<file path="src/rx_ident_pkg.sv">
// package: register offsets, field positions and stored-identifier record for the receive identifier bytes
package rx_ident_pkg;

  // ****************************************
  // register addresses
  // ****************************************
  localparam logic [7:0] ADDR_RX0_STD_ID_HIGH = 8'h61;
  localparam logic [7:0] ADDR_RX0_STD_ID_LOW = 8'h62;
  localparam logic [7:0] ADDR_RX1_STD_ID_HIGH = 8'h71;
  localparam logic [7:0] ADDR_RX1_STD_ID_LOW = 8'h72;

  // ****************************************
  // field positions in the identifier-low byte
  // ****************************************
  localparam int LOW_SHORT_ID_LSB = 5;
  localparam int LOW_REMOTE_BIT = 4;
  localparam int LOW_EXT_FLAG_BIT = 3;
  localparam int LOW_LONG_ID_LSB = 0;

  // ****************************************
  // values after reset
  // ****************************************
  localparam logic [7:0] READ_DATA_RESET = 8'h00;
  localparam logic [1:0] SYNC_RESET = 2'h0;
  localparam logic HIT_RESET = 1'b0;

  // identifier fields of an accepted message
  typedef struct packed {
    logic [10:0] short_ident_field;
    logic short_frame_remote_flag;
    logic extended_frame;
    logic [17:16] long_ident_field;
  } rx_ident_t;

endpackage

</file>
<file path="src/rx_buffer_id_capture.sv">
// design: identifier high and low bytes of the two receive buffers
`timescale 1ns/1ns

module rx_buffer_id_capture
  import rx_ident_pkg::*;
(
  input wire logic sys_clk,
  input wire logic resetn,
  input wire logic [1:0] load_buffer,
  input wire rx_ident_t load_ident,
  input wire logic read_strobe,
  input wire logic [7:0] read_addr,
  output logic [7:0] read_data,
  output logic read_hit
);

  // ****************************************
  // reset release
  // ****************************************
  logic [1:0] reset_sync;
  logic rst_n;

  // two-stage release of the asynchronous reset
  always_ff @(posedge sys_clk or negedge resetn)
  begin
    if (!resetn)
      reset_sync <= SYNC_RESET;
    else
      reset_sync <= {reset_sync[0], 1'b1};
  end

  assign rst_n = reset_sync[1];

  // ****************************************
  // address decode
  // ****************************************

  // decoded read address
  logic addr_mapped;
  logic addr_buffer;
  logic addr_low_byte;

  // which buffer and byte an address names; no writes exist, both bytes read-only
  always_comb
  begin
    addr_mapped = 1'b1;
    addr_buffer = 1'b0;
    addr_low_byte = 1'b0;
    unique case (read_addr)
      // buffer zero, high byte
      ADDR_RX0_STD_ID_HIGH:
      begin
        addr_buffer = 1'b0;
        addr_low_byte = 1'b0;
      end
      // buffer zero, low byte
      ADDR_RX0_STD_ID_LOW:
      begin
        addr_buffer = 1'b0;
        addr_low_byte = 1'b1;
      end
      // buffer one, high byte
      ADDR_RX1_STD_ID_HIGH:
      begin
        addr_buffer = 1'b1;
        addr_low_byte = 1'b0;
      end
      // buffer one, low byte
      ADDR_RX1_STD_ID_LOW:
      begin
        addr_buffer = 1'b1;
        addr_low_byte = 1'b1;
      end
      // any other address: no hit, zero data
      default:
      begin
        addr_mapped = 1'b0;
      end
    endcase
  end

  // ****************************************
  // identifier storage
  // ****************************************

  // stored fields of the last message loaded into each buffer
  logic [10:0] short_store [2];
  logic remote_store [2];
  logic ext_store [2];
  logic [1:0] long_store [2];

  // byte images and the byte a read picks, per buffer
  logic [7:0] id_high [2];
  logic [7:0] id_low [2];
  logic [7:0] buffer_byte [2];

  // one set of field registers and byte images per receive buffer
  for (genvar b = 0; b < 2; b++)
  begin : g_buf
    // ****************************************
    // field capture
    // ****************************************

    // short identifier; unknown after power-on, so never reset
    always_ff @(posedge sys_clk)
    begin
      if (load_buffer[b])
      begin
        short_store[b] <= load_ident.short_ident_field;
      end
    end

    // remote flag, kept as received even for an extended frame
    always_ff @(posedge sys_clk)
    begin
      if (load_buffer[b])
      begin
        remote_store[b] <= load_ident.short_frame_remote_flag;
      end
    end

    // extended-frame flag
    always_ff @(posedge sys_clk)
    begin
      if (load_buffer[b])
      begin
        ext_store[b] <= load_ident.extended_frame;
      end
    end

    // long identifier bits 17 and 16
    always_ff @(posedge sys_clk)
    begin
      if (load_buffer[b])
      begin
        long_store[b] <= load_ident.long_ident_field;
      end
    end

    // ****************************************
    // byte images
    // ****************************************

    // high byte: short identifier bits 10..3, bit 10 on top
    always_comb
    begin
      id_high[b] = short_store[b][10:3];
    end

    // low byte, field by field at the package positions
    always_comb
    begin
      id_low[b] = 8'h00; // bit 2 is never set
      id_low[b][LOW_SHORT_ID_LSB +: 3] = short_store[b][2:0];
      id_low[b][LOW_REMOTE_BIT] = remote_store[b];
      id_low[b][LOW_EXT_FLAG_BIT] = ext_store[b];
      id_low[b][LOW_LONG_ID_LSB +: 2] = long_store[b];
    end

    // byte of this buffer that the address names
    always_comb
    begin
      if (addr_low_byte)
        buffer_byte[b] = id_low[b];
      else
        buffer_byte[b] = id_high[b];
    end
  end

  // ****************************************
  // read data select
  // ****************************************

  // next values of the read answer
  logic [7:0] next_read_data;
  logic next_read_hit;

  // byte of the named buffer, or zero for an unmapped address
  always_comb
  begin
    if (addr_mapped)
    begin
      next_read_data = buffer_byte[addr_buffer];
    end
    else
    begin
      next_read_data = 8'h00;
    end
  end

  // hit only for a strobe on a mapped byte
  always_comb
  begin
    next_read_hit = read_strobe && addr_mapped;
  end

  // ****************************************
  // read answer registers
  // ****************************************

  // read data: taken on each strobe, held between strobes
  always_ff @(posedge sys_clk or negedge rst_n)
  begin
    if (!rst_n)
      read_data <= READ_DATA_RESET;
    else if (read_strobe)
      read_data <= next_read_data;
  end

  // read hit: high in the cycle after each strobe cycle on a mapped byte
  always_ff @(posedge sys_clk or negedge rst_n)
  begin
    if (!rst_n)
      read_hit <= HIT_RESET;
    else
      read_hit <= next_read_hit;
  end

endmodule

</file>
<file path="config.mk">
export PLATFORM = sky130hd
export DESIGN_NAME = rx_buffer_id_capture
export DESIGN_NICKNAME = d
export VERILOG_FILES = /design/src/rx_ident_pkg.sv /design/src/rx_buffer_id_capture.sv
export SDC_FILE = /design/constraint.sdc
export NUM_CORES = 1
export LEC_CHECK = 0
export ABC_AREA = 1
export BUFFER_PORTS_ARGS = -buffer_cell sky130_fd_sc_hd__buf_2
export CAP_MARGIN = 25
export CORE_UTILIZATION = 30
export DETAILED_ROUTE_END_ITERATION = 12
export PLACE_DENSITY = 0.47
export SYNTH_ARGS = -nofsm -noshare
export SYNTH_HDL_FRONTEND = slang
export SYNTH_SLANG_ARGS = --single-unit
</file>
<file path="constraint.sdc">
create_clock -name sys_clk -period 0.8 [get_ports sys_clk]
set_input_delay 0.04 -clock sys_clk [delete_from_list [all_inputs] [get_ports sys_clk]]
set_output_delay 0.04 -clock sys_clk [all_outputs]
set_load 0.01 [all_outputs]
</file>
# After elaboration in Yosys (flattened, before gate mapping)
# Memories as Yosys holds them, arrays and structs flattened.
# Cells that the tools add are included.
# word_totals
register_bits	11
ramBits	30
n_memories	4
# mem_list
memory	words	word_bits	read_ports	rd_ports_with_merged_regs	write_ports	line	text
short_store	2	11	2	0	2	rx_buffer_id_capture.sv:87	logic [10:0] short_store [2];
long_store	2	2	2	0	2	rx_buffer_id_capture.sv:90	logic [1:0] long_store [2];
ext_store	2	1	2	0	2	rx_buffer_id_capture.sv:89	logic ext_store [2];
remote_store	2	1	2	0	2	rx_buffer_id_capture.sv:88	logic remote_store [2];
# classes
magnitude_cmp	1
eq_ne	4
n_mux	13
bitwise_logic	1
reduce_logical	4
# ops
cell	n
8-bit 2-to-1 mux	6
8-bit by 7-bit equality test with 1-bit output (second input constant)	4
1-bit 2-to-1 mux	7
2-bit OR reduction	2
4-bit OR reduction	1
2-bit greater-or-equal comparator (second input constant)	1
1-bit NOT with 2-bit output	1
1-bit logical AND	1

# Logic depth before layout (Yosys ltp)
# depth
depth_word	8
depth_mapped	9
depth_no_buf	9

# Worst setup path before layout
# OpenSTA, ideal clock, no wires.
# synth_path
path_type	input to register
startpoint	in read_addr[0]
endpoint	reg read_data[0]
setup_ns	0.117
arrival_ns	0.770
required_ns	0.683
setup_slack_ns	-0.088
stages	9
n_path_buf	1
cell_sequence	inv_1 > nand2_2 > nor2_8 > nand2_4 > buf_6 > nand2_1 > nand3_1 > nand3_1 > nand2_1
# synth_via
elab_chain_len	8
elab_cells_between_ends	17
# synth_lines
element	line	text
start: declaration	rx_buffer_id_capture.sv:12	input wire logic [7:0] read_addr,
8-bit by 7-bit equality test with 1-bit output	rx_buffer_id_capture.sv:49	unique case (read_addr)
2-bit OR reduction (no source line)	--	
1-bit 2-to-1 mux	rx_buffer_id_capture.sv:49	
8-bit 2-to-1 mux / 1-bit NOT with 2-bit output (equally long branches)	rx_buffer_id_capture.sv:163, rx_buffer_id_capture.sv:183	
8-bit 2-to-1 mux (implied by the code) (3 in a row)	rx_buffer_id_capture.sv:183	next_read_data = buffer_byte[addr_buffer];
8-bit 2-to-1 mux *	rx_buffer_id_capture.sv:181	if (addr_mapped)
end signal: assignment	rx_buffer_id_capture.sv:207	read_data <= next_read_data;
end: declaration	rx_buffer_id_capture.sv:13	output logic [7:0] read_data,
# Every way passes the cells marked *; elsewhere a longest branch is shown, timed or not. The select of a mux whose other input is x is not followed.
# A chain may end at the register's enable or synchronous reset.

# Worst setup path in the final report
# layout_path
startpoint	reg read_data[7]
endpoint	out read_data[7]
# No word-level cell between the ends.

==> impl_metrics.tcl <==
set metrics [dict create \
    place_congestion 0.759 \
    required_ps 760 \
    power_mw 4.55 \
    grt_max_degree 16 \
    finalHoldViolCount 0 \
    synth.area.top_cells "edfxtp_1 (53%), dfrtp_1 (16%), nand2_1 (9.8%)" \
    yosysUniqueCellTypes 17 \
    crit_chain "buf_2" \
    syn_nets 171 \
    synth-seq-cells 41 \
    areaGrowthSynthToFinish_pct 43.3 \
    vias 1276 \
    share_clk_of_total_power_pct 37.1 \
    syn_inst 143 \
    die-area_um2 5930 \
    place_area_um2 2030 \
    avgSynthCellArea_um2 11.8 \
    insertion_delay_ps 290 \
    fmax_mhz 1150 \
    timing.final.ws_setup_ps -70.5 \
    drt_pass1_iterations 4 \
    p_sw_uw 933 \
    layout_common_cells "nand2_1 (41), buf_2 (35), edfxtp_1 (30), nand3_1 (21), dlygate4sd3_1 (16)" \
    drive_above_1_share_pct 40.6 \
    power.density_nw_per_um2 1880 \
    grt_pass1_vias 1295 \
    slowest_delay_ps 400 \
    r2r_slack_ps 0 \
    finalSetupViolCount 9 \
    slew_violations 0 \
    port_buffers 36 \
    wl_per_cell_um 13.4 \
    power.internal_mw 3.62 \
    syn_area_um2 1690 \
    synth-seq-area-share_pct 69.7 \
    cts_buffers 5 \
    hp-class "in -> async" \
    hpwl_mm 2.72 \
    crit_path_end_kind "output port" \
    final_util_pct 45.9 \
    cts_tree "yes" \
    seqPwrFrac_pct 54.6 \
    fin_skew_ps 3.32 \
    violations "negative setup slack" \
    comb_power_share_pct 8.3 \
    netlist.area_leader.share_pct 53.4 \
    die_h_um 77.0 \
    peakVddDrop_mv 0.974 \
    worstSetupPathType "reg -> out" \
    critPathArrivalTime_ps 830 \
    layout_commonest_cell "nand2_1" \
    antenna_found_initial 0 \
    grt_pass1_wl_mm 6.06 \
    p_leak_nw 1.10 \
    coreArea_um2 5270 \
    rsz0062_at_grt "yes" \
    crit_buf_inv 1 \
    drv_cap 0 \
    fp.dieW_um 77.0 \
    htree_levels 2 \
    switching_share_pct 20.5 \
    num_rows 26 \
    drt_iter0_drc 53 \
    yosysWarningCount 0 \
    grt.total_usage_pct 13.6 \
    wirelength_mm 3.77 \
    final_nets 239 \
    synth_area_leader_cell "edfxtp_1" \
    path_max_fanout 2 \
    crit_slowest_cell "dfrtp_1" \
    layout.cells.non_filler 282 \
    grt_overflow 0 \
    finalCritPeriodShare_pct 109 \
    final_antenna_net_count 0 \
    path_clk_slew_ps 80 \
    num_io_pins 37 \
    antenna_cells 0 \
    status "complete, but fails checks" \
    crit_family "flip-flops" \
    fin_crit_ps 870 \
    fin_area_um2 2420 \
    critPathLaunchType "flop" \
    cts_buffer_depth 2 \
    finalSetupTns_ps -411 \
    dp.cells 252 \
    initial_core_util_pct 32.0 \
    cts_sinks 41 \
    vias_per_cell 4.52 \
    cts_root_buf "clkbuf_8" \
    drc 0 \
]
-- sequential cells by signal (all words and copies together) (netlist names) --
register and flops:
read_hit 1, long_store 4, remote_store 2, ext_store 2, reset_sync 2, read_data 8, short_store 22
-- cell families after synthesis --
family / synth area share [%]
AO/OA/AOI/OAI: 0.964
buffers and inverters: 3.04
AND/OR/NAND/NOR: 26.1
flip-flops: 69.7
other: 0.222
-- routing by layer --
| layer | vias to the layer above | global-route usage, % | wire [um] |
|---|---|---|---|
| met5 | - | 0 | 0 |
| li1 | 617 | - | - |
| met1 | 614 | 14.5 | 1450 |
| met3 | 6 | 3.69 | 161 |
| met4 | 0 | 5.66 | 67 |
| met2 | 39 | 25.1 | 2090 |
-- final timing paths --
path / from / to / cells after the start
setup / recovery: read_data[7] / read_data[7] / 1
hold / removal: resetn / reset_sync[1] / 2
setup reg to reg: short_store[0][20] / read_data[6] / 4
hold reg to reg: reset_sync[1] / read_data[2] / 0
max in group asynchronous: reset_sync[1] / read_data[0] / 0
min in group sys_clk: read_strobe / read_hit / 3
-- Yosys cell counts --
cell type	count
nor2_1	4
buf_6	1
conb_1	1
nor2_4	1
inv_4	1
nand3b_1	1
nand3_1	28
nand2_4	3
edfxtp_1	30
dfrtp_1	11
a21oi_4	1
inv_1	9
nand2_1	44
nand4_1	1
nand2_2	5
nor2_8	1
nand3_2	1
-- power by group through the flow --
stage	Combinational, mW	Sequential (mW)	Clock (mW)
after floorplan	0.127	2.51	0
after global placement	0.280	2.54	0
after detailed placement	0.292	2.54	0
after CTS	0.359	2.49	1.74
after global routing	0.414	2.50	1.83
final	0.377	2.49	1.69
-- area by class of cell --
| type | instances | area, um^2 |
|---|---|---|
| Inverter | 10 | 71.3 |
| Sequential cell | 41 | 1180 |
| Multi-Input combinational cell | 91 | 549 |
| Timing Repair Buffer | 62 | 418 |
| Fill cell | 528 | 2850 |
| Clock inverter | 1 | 30.0 |
| Tap cell | 70 | 87.6 |
| Clock buffer | 7 | 86.3 |
-- through the flow --
step           hold WS (ps)  setup WS (ps)
2_1_floorplan          -256          -36.0
3_3_place_gp           -173           -281
3_5_place_dp           -170           -316
4_1_cts                45.3          -85.5
5_1_grt                54.8           -108
6_report               53.9          -70.5
-- repair_timing --
item	4_1_cts	5_1_grt
pin swaps	13	19
resized for setup	1	18
hold endpoints to repair	32	0
endpoints found under the setup margin	13	17
hold buffers	16	0
setup buffers	3	3
No activity file was read; power rests on OpenSTA's default activity.
